### config.mk
export PLATFORM = sky130hd
export DESIGN_NAME = mifu_irq_unit
export DESIGN_NICKNAME = d
export VERILOG_FILES = /design/src/rtl/mifu_irq_unit.v /design/src/rtl/mifu_pin_sync.v
export VERILOG_INCLUDE_DIRS = /design/src /design/src/rtl
export SDC_FILE = /design/constraint.sdc
export NUM_CORES = 1
export LEC_CHECK = 0
export BUFFER_PORTS_ARGS = -buffer_cell sky130_fd_sc_hd__buf_2
export CORE_ASPECT_RATIO = 0.75
export CORE_MARGIN = 1.5
export CORE_UTILIZATION = 53
export DETAILED_ROUTE_END_ITERATION = 7
export HOLD_SLACK_MARGIN = 0.08
export PLACE_DENSITY_LB_ADDON = 0.05
export SYNTH_ARGS = -nofsm -noshare
export SYNTH_HDL_FRONTEND = slang
export SYNTH_SLANG_ARGS = --single-unit
### constraint.sdc
create_clock -name pclk -period 1.9 [get_ports pclk]
set_input_delay 0.095 -clock pclk [delete_from_list [all_inputs] [get_ports pclk]]
set_output_delay 0.095 -clock pclk [all_outputs]
set_load 0.005 [all_outputs]
### src/rtl/mifu_defines.vh
// register map, field positions and reset values of the interrupt flag/enable unit
`ifndef MIFU_DEFINES_VH
`define MIFU_DEFINES_VH
`define MIFU_OFF_EDGE 12'h000
`define MIFU_OFF_PRIA 12'h004
`define MIFU_OFF_PRIB 12'h008
`define MIFU_OFF_PRIC 12'h00C
`define MIFU_OFF_GRPA 12'h010
`define MIFU_OFF_GRPB 12'h014
`define MIFU_OFF_GRPC 12'h018
`define MIFU_OFF_STAT 12'h01C
`define MIFU_OFF_CLR 12'h020
`define MIFU_OFF_IEN 12'h024
`define MIFU_MASK_EDGE 8'h0F
`define MIFU_MASK_PRIA 8'h7F
`define MIFU_MASK_PRIB 8'hFF
`define MIFU_MASK_PRIC 8'h11
`define MIFU_MASK_GRPA 8'hFF
`define MIFU_MASK_GRPB 8'h33
`define MIFU_MASK_GRPC 8'h77
`define MIFU_RST_REG 8'h00
`define MIFU_BIT_EMI 0
`define MIFU_BIT_P0E 1
`define MIFU_BIT_P1E 2
`define MIFU_BIT_TIMEBASE_ZERO_ENABLE 3
`define MIFU_BIT_P0F 4
`define MIFU_BIT_P1F 5
`define MIFU_BIT_TIMEBASE_ZERO_FLAG 6
`define MIFU_BIT_ADE 0
`define MIFU_BIT_ADF 4
`define MIFU_BIT_TIMEBASE_ONE_ENABLE 0
`define MIFU_BIT_TIMEBASE_ONE_FLAG 4
`define MIFU_BIT_G0E 1
`define MIFU_BIT_G0F 5
`define MIFU_RST_RDATA 32'h00000000
`define MIFU_FLAG_LSB 4
`define MIFU_EDGE_P0_LSB 0
`define MIFU_EDGE_P1_LSB 2
`define MIFU_EDGE_OFF 2'b00
`define MIFU_EDGE_RISE 2'b01
`define MIFU_EDGE_FALL 2'b10
`define MIFU_EDGE_BOTH 2'b11
`define MIFU_SRC_TB0 3'h0
`define MIFU_SRC_P0 3'h1
`define MIFU_SRC_P1 3'h2
`define MIFU_SRC_TB1 3'h3
`define MIFU_SRC_G0 3'h4
`define MIFU_SRC_G1 3'h5
`define MIFU_SRC_G2 3'h6
`define MIFU_SRC_AD 3'h7
`endif

### src/rtl/mifu_irq_unit.v
// interrupt flag and enable unit with apb register access and core vector handshake
// Contract
// Pin-one edge field at select bits 3:2 decodes off, rising, falling, both.
// Pin-zero edge field at select bits 1:0 decodes the same way for the pin-zero flag.
// Bit 0 of primary control A is the global enable and blocks every delivery when low; here it gates irq_req but not irq_out.
// Flags read 1 when pending, enables read 1 when enabled.
// Primary A holds time-base-zero, pin-one, pin-zero flags at 6:4, enables at 3:1, bit 7 zero.
// Primary B holds group two, one, zero flags at 7:5, time-base-one flag at 4, enables at 3:0.
// Primary C holds conversion-done flag at bit 4 and enable at bit 0, others zero.
// Group A holds periodic and standard-zero compare flags at 7:4 and enables at 3:0.
// Control is three primary registers, three group registers and one edge select register.
// Unimplemented bits read zero and ignore writes.
// Sources are two pins plus timers, time bases, low-voltage, storage, radio and converter.
// Group C holds radio edge, storage and low-voltage flags at 6:4 and enables at 2:0.
// Flags set regardless of enable; a vector needs flag, enable and global enable.
// Servicing clears the global enable while new requests still latch.
// A full return stack holds off acknowledgement until it is no longer full.
// A group flag sets when any of its sub-flags is set with its sub-enable set.
// All bits reset to zero and software can set and clear every flag by writing; group flags set again while an enabled sub-flag stands.
//
// Decided for this implementation: register access over APB and the register addresses.
`timescale 1ns/100ps
`include "mifu_defines.vh"
module mifu_irq_unit (
	input wire pclk, // system clock, 125 MHz
	input wire presetn, // async reset, active low
	input wire psel, // apb select
	input wire penable, // apb access phase
	input wire pwrite, // apb direction
	input wire [11:0] paddr, // apb byte address
	input wire [31:0] pwdata, // apb write data
	output reg [31:0] prdata, // apb read data
	output wire pready, // apb ready, always high
	output wire pslverr, // apb error on unmapped address
	input wire ext_pin_zero, // external pin zero, async
	input wire ext_pin_one, // external pin one, async
	input wire timebase_zero_evt, // time base zero overflow pulse
	input wire timebase_one_evt, // time base one overflow pulse
	input wire conv_done_evt, // a/d conversion done pulse
	input wire [3:0] group_a_evt, // ptm a, ptm p, stm0 a, stm0 p pulses
	input wire [1:0] group_b_evt, // stm1 a, stm1 p pulses
	input wire [2:0] group_c_evt, // radio edge, nvm write, low volt pulses
	input wire stack_full, // core return stack full
	output wire irq_req, // vector request to core, level
	output wire [2:0] irq_vector, // source index of the request
	input wire irq_ack, // core takes the vector, one-cycle pulse
	output wire irq_out // summary interrupt from status/enable
);
	// seven control registers
	reg [7:0] ext_edge_select;
	reg [7:0] primary_ctrl_a;
	reg [7:0] primary_ctrl_b;
	reg [7:0] primary_ctrl_c;
	reg [7:0] group_ctrl_a;
	reg [7:0] group_ctrl_b;
	reg [7:0] group_ctrl_c;
	reg [7:0] evt_status;
	reg [7:0] evt_enable;
	reg [7:0] next_pa;
	reg [7:0] next_pb;
	reg [7:0] next_pc;
	reg [7:0] next_ga;
	reg [7:0] next_gb;
	reg [7:0] next_gc;
	reg [31:0] next_rdata;
	wire p0_rise;
	wire p0_fall;
	wire p1_rise;
	wire p1_fall;
	wire pin_zero_hit;
	wire pin_one_hit;
	wire [2:0] grp_hit;
	wire [7:0] pend;
	wire [2:0] sel;
	wire wr;
	wire rd_hit;
	wire take;
	genvar k;

	// edge field decode, shared by both pins
	function edge_hit;
		input [1:0] field;
		input r;
		input f;
		begin
			case (field)
				`MIFU_EDGE_RISE: edge_hit = r;
				`MIFU_EDGE_FALL: edge_hit = f;
				`MIFU_EDGE_BOTH: edge_hit = r | f;
				default: edge_hit = 1'b0;
			endcase
		end
	endfunction

	// keep implemented bits only: flags, enables and edge fields
	function [7:0] merge;
		input [7:0] wdata;
		input [7:0] mask;
		begin
			merge = wdata & mask;
		end
	endfunction

	// any sub-request whose sub-enable is set
	function any_req;
		input [3:0] flags;
		input [3:0] enables;
		begin
			any_req = |(flags & enables);
		end
	endfunction

	////////////////////////////////////////////////////////////////////////////////
	// pin synchronisers
	mifu_pin_sync u_sync_p0 (
		.pclk(pclk),
		.presetn(presetn),
		.pin(ext_pin_zero),
		.rise(p0_rise),
		.fall(p0_fall)
	);
	mifu_pin_sync u_sync_p1 (
		.pclk(pclk),
		.presetn(presetn),
		.pin(ext_pin_one),
		.rise(p1_rise),
		.fall(p1_fall)
	);

	// pin zero edge
	assign pin_zero_hit = edge_hit(ext_edge_select[`MIFU_EDGE_P0_LSB+1:`MIFU_EDGE_P0_LSB], p0_rise, p0_fall);
	// pin one edge
	assign pin_one_hit = edge_hit(ext_edge_select[`MIFU_EDGE_P1_LSB+1:`MIFU_EDGE_P1_LSB], p1_rise, p1_fall);

	// group request per register
	// a group keeps re-setting its flag until software clears the sub-flag or its sub-enable
	assign grp_hit[0] = any_req(group_ctrl_a[7:4], group_ctrl_a[3:0]);
	assign grp_hit[1] = any_req({2'b00, group_ctrl_b[5:4]}, {2'b00, group_ctrl_b[1:0]});
	assign grp_hit[2] = any_req({1'b0, group_ctrl_c[6:4]}, {1'b0, group_ctrl_c[2:0]});

	////////////////////////////////////////////////////////////////////////////////
	// apb slave: zero wait states, error on unmapped offsets
	assign wr = psel & penable & pwrite;
	assign pready = 1'b1;
	assign rd_hit = (paddr == `MIFU_OFF_EDGE) || (paddr == `MIFU_OFF_PRIA) || (paddr == `MIFU_OFF_PRIB) ||
		(paddr == `MIFU_OFF_PRIC) || (paddr == `MIFU_OFF_GRPA) || (paddr == `MIFU_OFF_GRPB) ||
		(paddr == `MIFU_OFF_GRPC) || (paddr == `MIFU_OFF_STAT) || (paddr == `MIFU_OFF_CLR) ||
		(paddr == `MIFU_OFF_IEN);
	assign pslverr = psel & penable & ~rd_hit;

	// read mux, unimplemented bits read zero
	// flags and enables read as held
	always @* begin
		next_rdata = `MIFU_RST_RDATA;
		case (paddr)
			`MIFU_OFF_EDGE: next_rdata[7:0] = ext_edge_select;
			`MIFU_OFF_PRIA: next_rdata[7:0] = primary_ctrl_a;
			`MIFU_OFF_PRIB: next_rdata[7:0] = primary_ctrl_b;
			`MIFU_OFF_PRIC: next_rdata[7:0] = primary_ctrl_c;
			`MIFU_OFF_GRPA: next_rdata[7:0] = group_ctrl_a;
			`MIFU_OFF_GRPB: next_rdata[7:0] = group_ctrl_b;
			`MIFU_OFF_GRPC: next_rdata[7:0] = group_ctrl_c;
			`MIFU_OFF_STAT: next_rdata[7:0] = evt_status;
			`MIFU_OFF_IEN: next_rdata[7:0] = evt_enable;
			default: next_rdata = `MIFU_RST_RDATA;
		endcase
	end

	////////////////////////////////////////////////////////////////////////////////
	// read word captured in the setup phase, so prdata comes from a flop
	// with no wait state; an event landing in the access cycle shows on the next read
	always @(posedge pclk or negedge presetn) begin
		if (!presetn)
			prdata <= `MIFU_RST_RDATA;
		else if (psel && !penable)
			prdata <= next_rdata;
	end

	////////////////////////////////////////////////////////////////////////////////
	// pending sources, fixed priority: lower index wins
	assign pend[`MIFU_SRC_TB0] = primary_ctrl_a[`MIFU_BIT_TIMEBASE_ZERO_FLAG] & primary_ctrl_a[`MIFU_BIT_TIMEBASE_ZERO_ENABLE];
	assign pend[`MIFU_SRC_P0] = primary_ctrl_a[`MIFU_BIT_P0F] & primary_ctrl_a[`MIFU_BIT_P0E];
	assign pend[`MIFU_SRC_P1] = primary_ctrl_a[`MIFU_BIT_P1F] & primary_ctrl_a[`MIFU_BIT_P1E];
	assign pend[`MIFU_SRC_TB1] = primary_ctrl_b[`MIFU_BIT_TIMEBASE_ONE_FLAG] & primary_ctrl_b[`MIFU_BIT_TIMEBASE_ONE_ENABLE];

	// group vectors gated
	// group n flag and enable sit n bits above the group zero positions
	generate
		for (k = 0; k < 3; k = k + 1) begin : g_grp_pend
			assign pend[`MIFU_SRC_G0+k] = primary_ctrl_b[`MIFU_BIT_G0F+k] & primary_ctrl_b[`MIFU_BIT_G0E+k];
		end
	endgenerate
	assign pend[`MIFU_SRC_AD] = primary_ctrl_c[`MIFU_BIT_ADF] & primary_ctrl_c[`MIFU_BIT_ADE];

	assign sel = pend[0] ? 3'h0 : pend[1] ? 3'h1 : pend[2] ? 3'h2 : pend[3] ? 3'h3 :
		pend[4] ? 3'h4 : pend[5] ? 3'h5 : pend[6] ? 3'h6 : 3'h7;

	// global gate; held off while stack is full
	assign irq_req = primary_ctrl_a[`MIFU_BIT_EMI] & (|pend) & ~stack_full;
	assign irq_vector = sel;
	assign take = irq_req & irq_ack;

	////////////////////////////////////////////////////////////////////////////////
	// next values of control registers: write, then auto-clear, then event sets win
	always @* begin
		next_pa = primary_ctrl_a;
		next_pb = primary_ctrl_b;
		next_pc = primary_ctrl_c;
		next_ga = group_ctrl_a;
		next_gb = group_ctrl_b;
		next_gc = group_ctrl_c;
		// software writes set or clear any flag
		if (wr && paddr == `MIFU_OFF_PRIA)
			next_pa = merge(pwdata[7:0], `MIFU_MASK_PRIA);
		if (wr && paddr == `MIFU_OFF_PRIB)
			next_pb = merge(pwdata[7:0], `MIFU_MASK_PRIB);
		if (wr && paddr == `MIFU_OFF_PRIC)
			next_pc = merge(pwdata[7:0], `MIFU_MASK_PRIC);
		if (wr && paddr == `MIFU_OFF_GRPA)
			next_ga = merge(pwdata[7:0], `MIFU_MASK_GRPA);
		if (wr && paddr == `MIFU_OFF_GRPB)
			next_gb = merge(pwdata[7:0], `MIFU_MASK_GRPB);
		if (wr && paddr == `MIFU_OFF_GRPC)
			next_gc = merge(pwdata[7:0], `MIFU_MASK_GRPC);
		// service clears global enable and the taken flag of a non-group source
		if (take) begin
			next_pa[`MIFU_BIT_EMI] = 1'b0;
			case (sel)
				`MIFU_SRC_TB0: next_pa[`MIFU_BIT_TIMEBASE_ZERO_FLAG] = 1'b0;
				`MIFU_SRC_P0: next_pa[`MIFU_BIT_P0F] = 1'b0;
				`MIFU_SRC_P1: next_pa[`MIFU_BIT_P1F] = 1'b0;
				`MIFU_SRC_TB1: next_pb[`MIFU_BIT_TIMEBASE_ONE_FLAG] = 1'b0;
				`MIFU_SRC_AD: next_pc[`MIFU_BIT_ADF] = 1'b0;
				default: next_pb = next_pb; // group flags are cleared by software
			endcase
		end
		// sources set flags whatever the enables
		if (timebase_zero_evt)
			next_pa[`MIFU_BIT_TIMEBASE_ZERO_FLAG] = 1'b1;
		if (pin_zero_hit)
			next_pa[`MIFU_BIT_P0F] = 1'b1;
		if (pin_one_hit)
			next_pa[`MIFU_BIT_P1F] = 1'b1;
		if (timebase_one_evt)
			next_pb[`MIFU_BIT_TIMEBASE_ONE_FLAG] = 1'b1;
		// group flags follow enabled sub-requests
		if (grp_hit[0])
			next_pb[`MIFU_BIT_G0F] = 1'b1;
		if (grp_hit[1])
			next_pb[`MIFU_BIT_G0F+1] = 1'b1;
		if (grp_hit[2])
			next_pb[`MIFU_BIT_G0F+2] = 1'b1;
		if (conv_done_evt)
			next_pc[`MIFU_BIT_ADF] = 1'b1;
		// group zero and group one sub-flags
		next_ga[7:4] = next_ga[7:4] | group_a_evt;
		next_gb[5:4] = next_gb[5:4] | group_b_evt;
		// group two sub-flags
		next_gc[6:4] = next_gc[6:4] | group_c_evt;
	end

	////////////////////////////////////////////////////////////////////////////////
	// control registers, all zero from reset
	always @(posedge pclk or negedge presetn) begin
		if (!presetn) begin
			ext_edge_select <= `MIFU_RST_REG;
			primary_ctrl_a <= `MIFU_RST_REG;
			primary_ctrl_b <= `MIFU_RST_REG;
			primary_ctrl_c <= `MIFU_RST_REG;
			group_ctrl_a <= `MIFU_RST_REG;
			group_ctrl_b <= `MIFU_RST_REG;
			group_ctrl_c <= `MIFU_RST_REG;
		end else begin
			// upper edge bits ignore writes
			if (wr && paddr == `MIFU_OFF_EDGE)
				ext_edge_select <= merge(pwdata[7:0], `MIFU_MASK_EDGE);
			// primary a layout
			primary_ctrl_a <= next_pa;
			// primary b layout
			primary_ctrl_b <= next_pb;
			// primary c layout
			primary_ctrl_c <= next_pc;
			group_ctrl_a <= next_ga;
			group_ctrl_b <= next_gb;
			group_ctrl_c <= next_gc;
		end
	end

	////////////////////////////////////////////////////////////////////////////////
	// sticky event status: bit n set when source n is taken by the core
	// set beats a clear arriving in the same cycle, so no event is lost
	always @(posedge pclk or negedge presetn) begin
		if (!presetn) begin
			evt_status <= `MIFU_RST_REG;
			evt_enable <= `MIFU_RST_REG;
		end else begin
			if (wr && paddr == `MIFU_OFF_IEN)
				evt_enable <= pwdata[7:0];
			evt_status <= (evt_status & ~((wr && paddr == `MIFU_OFF_CLR) ? pwdata[7:0] : 8'h00)) |
				(take ? (8'h01 << sel) : 8'h00);
		end
	end

	// summary line for sources taken by the core
	assign irq_out = |(evt_status & evt_enable);
endmodule // mifu_irq_unit

### src/rtl/mifu_pin_sync.v
// three-stage synchroniser with edge detection for one external pin
`timescale 1ns/100ps
module mifu_pin_sync (
	input wire pclk, // system clock
	input wire presetn, // async reset, active low
	input wire pin, // asynchronous pin level
	output wire rise, // one-cycle rising pulse
	output wire fall // one-cycle falling pulse
);
	reg s1;
	reg s2;
	reg s3;
	reg stable;

	// s1 feeds only s2; a change counts once s2 and s3 agree
	always @(posedge pclk or negedge presetn) begin
		if (!presetn) begin
			s1 <= 1'b0;
			s2 <= 1'b0;
			s3 <= 1'b0;
			stable <= 1'b0;
		end else begin
			s1 <= pin;
			s2 <= s1;
			s3 <= s2;
			if (s2 == s3)
				stable <= s3;
		end
	end

	assign rise = (s2 == s3) && s3 && !stable;
	assign fall = (s2 == s3) && !s3 && stable;
endmodule // mifu_pin_sync

; ---- Yosys cells after proc, flatten, opt, wreduce, memory -nomap -nowiden
; Cells that the tools add are included.
[totals]
register_bits = 71
out_inout_bits = 39
[classes]
n_mux = 35
bitwise = 28
eq_ne = 21
shift = 1
n_reduce_logical = 40
[ops]
columns = op, n
row1 = $pmux W8 S9, 1
row2 = $eq A12 B5 Y1 const B, 4
row3 = $mux W8, 4
row4 = $eq A12 B4 Y1 const B, 2
row5 = $eq A12 B6 Y1 const B, 2
row6 = $logic_and A1 B1 Y1, 18
row7 = $and A8 B8 Y8, 2
row8 = $mux W1, 16
row9 = $reduce_or A8 Y1, 2
row10 = $mux W3, 5
row11 = $and A1 B1 Y1, 14
row12 = $mux W7, 2
row13 = $eq A12 B3 Y1 const B, 1
row14 = $logic_not A12 Y1, 1
row15 = $reduce_or A4 Y1, 3
row16 = $mux W5, 2
row17 = $logic_or A1 B1 Y1, 9
row18 = $eq A2 B2 Y1 const B, 4
row19 = $not A8 Y8, 1
row20 = $or A8 B8 Y8, 1
row21 = $shl A1 B3 Y8 const A, 1
row22 = $eq A3 B2 Y1 const B, 2
row23 = $mux W6, 1
row24 = $pmux W1 S3, 2
row25 = other kinds (16), 25

; ---- Depth between registers and ports, before layout
; Gate-level depths: netlist of run 1.
[depth]
depth_word = 12
mapped_depth = 7
mapped_depth_nobuf = 5

; ---- Cells and area by module
; From an unflattened synthesis of run 1, not the netlist that was laid out.
[unflattened]
cells_unflattened = 351
hier_area_um2 = 3857.4
[modules_own_cells]
columns = mod, seq_area_each_um2, cells_per_inst, area_per_inst_um2, n_inst
row1 = mifu_irq_unit, 1576.5, 329, 3537.1, 1
row2 = mifu_pin_sync, 100.1, 11, 160.2, 2

; ---- Worst setup path after synthesis of run 1
; OpenSTA, ideal clock, no wires.
[synth_path]
path_type = input to register
startpoint = input port paddr[5]
endpoint = register primary_ctrl_b[4]
cell_stages = 7
n_path_buf = 2
slack_ns = 0.256
t_required_ns = 1.782
arrival_ns = 1.526
cell_sequence = buf_6 > nor4_4 > and3_1 > buf_6 > nand2_8 > mux2_4 > a21o_1
[synth_between]
elab_chain_cells = 6
[synth_lines]
columns = element, line_no
row1 = "start, declared", mifu_irq_unit.v:30  ; input wire [11:0] paddr,
row2 = $eq A12 B4 Y1 (*), --
row3 = $logic_and A1 B1 Y1 (no line) (*), --
row4 = $mux W8 (*), mifu_irq_unit.v:215  ; if (wr && paddr == `MIFU_OFF_PRIB)
row5 = $mux W1, mifu_irq_unit.v:228  ; case (sel)
row6 = $mux W5 (*), mifu_irq_unit.v:226  ; if (take) begin
row7 = $mux W1 (*), mifu_irq_unit.v:244  ; if (timebase_one_evt)
row8 = named net next_pb[4], mifu_irq_unit.v:60  ; reg [7:0] next_pb;
row9 = "end signal, assigned", mifu_irq_unit.v:268  ; primary_ctrl_b <= `MIFU_RST_REG;
row10 = "end signal, assigned", mifu_irq_unit.v:280  ; primary_ctrl_b <= next_pb;
row11 = "end, declared", mifu_irq_unit.v:52  ; reg [7:0] primary_ctrl_b;
; Mark *: on every way through the listed nets, which the timed path passes. The rest lies on a longest branch.
; A chain may end at the register's enable or synchronous reset.

; ---- Final worst setup path of run 1
[layout_path]
startpoint = register primary_ctrl_b[6]
endpoint = output port irq_vector[0]
[layout_between]
elab_chain_cells = 7
[layout_lines]
columns = element, line_no
row1 = $and A1 B1 Y1, mifu_irq_unit.v:190  ; assign pend[`MIFU_SRC_G0+k] = primary_ctrl_b[`MIFU_BIT_G0F+k] & primary_ctrl_b[`MIFU_BIT_G0E+k];
row2 = $mux W2 (2 in series), mifu_irq_unit.v:196  ; pend[4] ? 3'h4 : pend[5] ? 3'h5 : pend[6] ? 3'h6 : 3'h7;
row3 = $mux W3 (4 in series), mifu_irq_unit.v:195  ; assign sel = pend[0] ? 3'h0 : pend[1] ? 3'h1 : pend[2] ? 3'h2 : pend[3] ? 3'h3 :
row4 = "end, declared", mifu_irq_unit.v:45  ; output wire [2:0] irq_vector,
; Every way passes these cells.

==> results of run 1 <==
worst register-to-register path, cell delays in order (launching register included):
cell      delay (ns)
dfrtp_1         0.41
nand2_1         0.11
a32o_1          0.28
a31oi_1         0.31
and4_1          0.31
o21bai_1        0.09
power by group through the flow:
stage | registers, W | clock network [W] | logic (W)
2_1_floorplan | 0.00156 | 0 | 0.000140
3_3_place_gp | 0.00157 | 0 | 0.000239
3_5_place_dp | 0.00157 | 0 | 0.000242
4_1_cts | 0.00154 | 0.00127 | 0.000272
5_1_grt | 0.00154 | 0.00134 | 0.000304
6_report | 0.00154 | 0.00124 | 0.000274
metrics by stage:
stage / setup slack, ns / power (W) / hold WS [ns]
floorplan: 0.256 / 0.00170 / -0.201
finish: 0.0524 / 0.00305 / 0.107
detailed placement: 0.0310 / 0.00181 / 0.132
global route: 0.0100 / 0.00318 / 0.0929
global placement: 0.0745 / 0.00181 / 0.129
CTS: 0.0403 / 0.00308 / 0.0866
layer usage:
metal,wire (microns),share of wire,up-vias
met5,0,0,-
met4,85,0.0082,0
met3,746,0.072,10
met2,4680,0.45,133
met1,4790,0.46,1575
li1,-,-,1426
cell type report:
cell class | instances | area (sq um) | area share
sequential | 71 | 1780 | 0.379
timing repair buffer | 94 | 646 | 0.138
clock inverter | 6 | 67.6 | 0.0144
tap | 98 | 123 | 0.0261
inverter | 10 | 37.5 | 0.00800
clock buffer | 10 | 138 | 0.0293
multi-input combinational | 253 | 1900 | 0.406
layout by cell type (no fill, tap or decap), types with 12 or more instances in the layout:
cell	n
buf_4	18
a22oi_1	15
buf_2	54
o21ai_0	12
dlygate4sd3_1	20
nor2_1	21
mux2_2	34
dfrtp_1	71
nand2_1	33
conb_1	25
path summary, 6_finish.rpt:
check | end | slack, ns | cells after the start
worst min-delay path | evt_status[2] | 0.11 | 3
worst max-delay path | irq_vector[0] | 0.05 | 5
worst max register to register | primary_ctrl_c[4] | 0.29 | 5
max in group asynchronous | group_ctrl_a[7] | 1.03 | 3
worst min register to register | u_sync_p1.s2 | 0.35 | 0
min in group asynchronous | u_sync_p0.s2 | 0.31 | 2
logic make-up after synthesis:
| family | after synthesis |
|---|---|
| AND/OR/NAND/NOR | 102 |
| AO/OA/AOI/OAI | 74 |
| flip-flops | 71 |
| buffers and inverters | 48 |
| multiplexers | 48 |
| adder cells (fa/ha/maj) | 4 |
| other | 2 |
synthesized netlist by cell type, types with 4 or more instances:
cell / n / area (sq um)
mux2i_1: 9 / 90.1
nand4_1: 6 / 37.5
buf_2: 4 / 20.0
mux2_2: 34 / 383
clkbuf_1: 5 / 18.8
ha_1: 4 / 50.1
a22oi_1: 15 / 113
nand3_1: 9 / 45.0
mux4_2: 4 / 90.1
a32o_1: 5 / 50.1
dfrtp_1: 71 / 1780
a211o_1: 9 / 78.8
nor2b_1: 4 / 25.0
inv_1: 10 / 37.5
nand2_1: 33 / 124
a21o_1: 5 / 37.5
buf_4: 26 / 195
o21ai_0: 12 / 60.1
nor2_1: 21 / 78.8
sequential cells by signal, summed over array words and instances (netlist names), 4 cells and up:
name,count
evt_enable,8
evt_status,8
ext_edge_select,4
group_ctrl_a,8
group_ctrl_b,4
group_ctrl_c,6
prdata,8
primary_ctrl_a,7
primary_ctrl_b,8
repair_timing:
item | CTS | global route
buffers inserted | 0 | 0
hold buffers | 20 | 0
endpoints found under the hold margin | 44 | 0
resized for setup | 0 | 1
setup endpoints to repair | 0 | 1
==> results.py, run 1 <==
metrics = {
    "cells_and_area": {
        "layout.cells.non_filler": 542,
        "antenna_cells": 0,
        "nets": 508,
        "finalInstanceArea_sq_um": 4690,
        "final_util": 0.674,
        "drive_above_1_share": 0.322,
        "syn_to_final_growth_pct": 20.5,
        "fillerInstances": 580,
    },
    "floorplan": {
        "floorplan.initialDensity": 0.559,
        "die_h_microns": 77.2,
        "row_count": 26,
        "pin_count": 104,
        "coreArea_sq_um": 6960,
        "die_width_microns": 102,
        "die_area_sq_um": 7870,
    },
    "worst_setup_path": {
        "cpPeakStageDelay_ns": 0.41,
        "critPathSlowestCell": "dfrtp_1",
        "cp.arrival_ns": 1.75,
        "crit_path_end_kind": "output pin",
        "cp_top_family": "compound AO/OA/AOI/OAI gates",
        "critPathBufInv": 2,
        "worstSetupPathType": "flip-flop to output pin",
        "reg2reg_from": "primary_ctrl_b[6]",
        "cp_max_fo": 4,
        "worstPathRequired_ns": 1.80,
        "startpoint_type": "flip-flop",
        "cp-startpoint": "primary_ctrl_b[6]",
        "worstPathCellList": "nand2_1 > a32o_1 > a31oi_1 > buf_4 > buf_2",
    },
    "power_and_ir_drop": {
        "p_sw_w": 0.000766,
        "power-per-cell-area_nw_per_um2": 651,
        "pwr-share-seq": 0.503,
        "peakVddDrop_mv": 0.512,
        "leakagePower_nw": 2.21,
        "swShare": 0.251,
        "power_frac_clock": 0.407,
        "power_frac_comb": 0.090,
        "internal_power_w": 0.00229,
    },
    "clock_network": {
        "htreeDepth": 3,
        "clk_latency_ns": 0.35,
        "path_clk_slew_ns": 0.08,
        "clock_tree.root_cell": "clkbuf_8",
        "cts_made_buffers": 9,
        "cts_max_path_buffers": 2,
        "cts_sinks": 71,
        "tritoncts": "yes",
    },
    "route": {
        "totalWireLength_mm": 10.3,
        "ant_nets": 0,
        "drtPass1Iterations": 5,
        "wl_per_cell_microns": 19.0,
        "drtIter0Drc": 264,
        "viasPerCell": 5.80,
        "num_vias": 3144,
        "drc": 0,
    },
    "synthesis": {
        "ys_types": 55,
        "synth-seq-area-share": 0.456,
        "synth_area_sq_um": 3890,
        "synthFlopType": "dfrtp_1",
        "synthArstFlopShare": 1.00,
        "muxShareOfSynthArea": 0.149,
        "synth_compound_area_frac": 0.145,
        "synthCells": 349,
        "synth_edf_count": 0,
        "ys_ff_latch": 71,
        "avgSynthCellArea_sq_um": 11.2,
        "synth_top_family_by_area": "simple AND/OR/NAND/NOR gates",
        "synth_adder_area_share": 0.0129,
        "synth_xor_area_frac": 0,
        "yosysWarnings": 0,
        "yosys.area_share.simple": 0.157,
    },
    "flow_run": {
        "drv_cap": 0,
    },
    "sta": {
        "tns_ns": 0,
        "fin_crit_sh": 0.972,
        "setup_viol": 0,
        "slew_viol_final": 0,
        "worstMarginPinSlew_ns": 0.602,
        "slew_headroom": 0.598,
        "hold_violations": 0,
        "post-route-min-period_ns": 1.85,
        "rsz0062_at_grt": "false",
        "fmax_mhz": 541,
        "skew_ns": 0.0110,
    },
    "grt": {
        "grt_max_degree": 27,
        "antenna_found_initial": 0,
        "track_usage": 0.280,
        "grt_pass1_wl_mm": 16.2,
        "met2_usage": 0.411,
        "busiest_layer": "met1",
        "overflow": 0,
        "use_met1": 0.422,
        "use_met3": 0.0629,
        "grt_pass1_vias": 2950,
    },
    "placement": {
        "postPlaceCellArea_sq_um": 4280,
        "globalplace.congestion": 0.948,
        "numPortBuffers": 54,
        "place_hpwl_mm": 7.77,
        "numPlacedInstances": 506,
    },
    "run_status": {
        "status": "finished clean",
    },
    "hold_path": {
        "hp-class": "input pin to flip-flop",
        "hold_start": "pwdata[2]",
    },
}
Note: power is estimated with default switching activity, not from simulation.
==> run 2, diff against run 1 <==
==> constraint.sdc (replaced) <==
create_clock -name pclk -period 2 [get_ports pclk]
set_input_delay 0.1 -clock pclk [delete_from_list [all_inputs] [get_ports pclk]]
set_output_delay 0.1 -clock pclk [all_outputs]
set_load 0.005 [all_outputs]
==> run 2 against run 1 <==
Against the previous run: die area is the same; global-route usage is essentially flat; largest power group unchanged; register-to-register slack gained 0.07 ns; setup slack gained 0.061 ns; count of clock-buffer cells in the layout is the same; non-clock buffer count shrank 6; design area shrank 1.5%; critical path type unchanged; routed wire length grew 0.78%; final cell count shrank 1.1%.
==> results.py, run 2 (synthesis results as in run 1) <==
metrics = {
    "clock_network": {
        "clock_tree.root_cell": "clkbuf_8",
        "clk_latency_ns": 0.34,
        "tritoncts": "yes",
        "cts_max_path_buffers": 2,
        "cts_made_buffers": 9,
        "htreeDepth": 3,
        "cts_sinks": 71,
        "path_clk_slew_ns": 0.08,
        "post_cts_buffers": 0,
    },
    "sta": {
        "tns_ns": 0,
        "worst_slack_ns": 0.114,
        "worstMarginPinSlew_ns": 0.544,
        "setup_viol": 0,
        "post-route-min-period_ns": 1.89,
        "slew_headroom": 0.637,
        "hold_violations": 0,
        "skew_ns": 0.00509,
        "slew_viol_final": 0,
        "fin_crit_sh": 0.943,
        "rsz0062_at_grt": "false",
        "fmax_mhz": 530,
    },
    "cells_and_area": {
        "drive_above_1_share": 0.320,
        "syn_to_final_growth_pct": 18.7,
        "final_common_cell": "dfrtp_1",
        "layout_common_cells": "71 x dfrtp_1, 54 x buf_2, 34 x mux2_2",
        "layout.cells.non_filler": 536,
        "nets": 502,
        "antenna_cells": 0,
    },
    "grt": {
        "grt_pass1_wl_mm": 16.3,
        "overflow": 0,
        "busiest_layer": "met1",
        "antenna_found_initial": 0,
        "grt_pass1_vias": 3000,
        "track_usage": 0.279,
        "use_met1": 0.422,
        "use_met3": 0.0665,
        "grt_max_degree": 49,
        "met2_usage": 0.413,
    },
    "route": {
        "num_vias": 3140,
        "drtIter0Drc": 254,
        "totalWireLength_mm": 10.4,
        "ant_nets": 0,
        "drtPass1Iterations": 5,
        "drc": 0,
        "viasPerCell": 5.86,
        "wl_per_cell_microns": 19.4,
    },
    "floorplan": {
        "die_width_microns": 102,
        "die_area_sq_um": 7870,
        "floorplan.initialDensity": 0.559,
        "row_count": 26,
        "die_h_microns": 77.2,
        "coreArea_sq_um": 6960,
        "pin_count": 104,
    },
    "worst_setup_path": {
        "worstSetupPathType": "flip-flop to output pin",
        "worstPathCellList": "nand2_1 > a32o_1 > a31oi_2 > buf_4 > buf_2",
        "startpoint_type": "flip-flop",
        "cp.arrival_ns": 1.79,
        "worstPathRequired_ns": 1.90,
        "cpPeakStageDelay_ns": 0.38,
        "crit_path_end_kind": "output pin",
        "critPathSlowestCell": "dfrtp_1",
        "cp_max_fo": 5,
    },
    "placement": {
        "numPortBuffers": 54,
        "place_hpwl_mm": 7.77,
        "numPlacedInstances": 502,
        "pre_cts_slack_ns": 0.136,
        "globalplace.congestion": 0.947,
    },
    "power_and_ir_drop": {
        "peakVddDrop_mv": 0.485,
        "leakagePower_nw": 2.18,
        "power-per-cell-area_nw_per_um2": 618,
        "power_w": 0.00286,
    },
    "flow_run": {
        "drv_cap": 0,
    },
    "run_status": {
        "status": "finished clean",
    },
    "hold_path": {
        "hp-class": "input pin to flip-flop",
    },
}
run 2: report_power, final:
group | leakage, nW | total, W | internal (W) | switching (W)
Combinational | 1.20 | 0.000254 | 0.000104 | 0.000150
Sequential | 0.882 | 0.00146 | 0.00145 | 0.0000118
Clock | 0.0981 | 0.00114 | 0.000603 | 0.000539
run 2: per-layer routing:
| layer | wire length [microns] | vias to the layer above |
|---|---|---|
| met3 | 751 | 12 |
| met5 | 0 | - |
| met1 | 4820 | 1567 |
| li1 | - | 1416 |
| met2 | 4710 | 145 |
| met4 | 95 | 0 |
run 2: final timing paths:
check,start,end,slack [ns],depth (start not counted)
setup / recovery,primary_ctrl_a[4],irq_vector[0],0.11,5
hold / removal,pwdata[3],primary_ctrl_a[3],0.09,2
setup reg to reg,primary_ctrl_a[4],primary_ctrl_c[4],0.36,5
hold reg to reg,u_sync_p1.s1,u_sync_p1.s2,0.35,0
max in group asynchronous,presetn,prdata[3],1.07,3
min in group asynchronous,presetn,u_sync_p0.s1,0.29,2
run 2: final cells by class:
| type | count | area [sq um] |
|---|---|---|
| Sequential cell | 71 | 1780 |
| Multi-Input combinational cell | 253 | 1900 |
| Clock buffer | 10 | 138 |
| Tap cell | 98 | 123 |
| Clock inverter | 6 | 60.1 |
| Fill cell | 600 | 2340 |
| Inverter | 10 | 37.5 |
| Timing Repair Buffer | 88 | 583 |
run 2: through the flow:
step	hold slack [ns]	area [sq um]	utilization
floorplan	-0.196	3980	-
detailed placement	0.115	4240	0.609
global route	0.0898	4620	0.664
global placement	0.114	4240	0.609
CTS	0.0845	4610	0.663
finish	0.0934	4620	0.664
run 2: what timing repair did:
| item | in CTS | in global routing |
|---|---|---|
| resized for setup | 0 | 1 |
| hold endpoints to repair | 42 | 0 |
| endpoints found under the setup margin | 0 | 1 |
| hold buffers | 18 | 0 |
run 2: worst max-delay path, delay by kind of cell, from the launching register on:
family          cells  cell delay, ns
flops               1            0.38
compound gates      2            0.59
simple gates        1            0.17
buf+inv             2            0.31
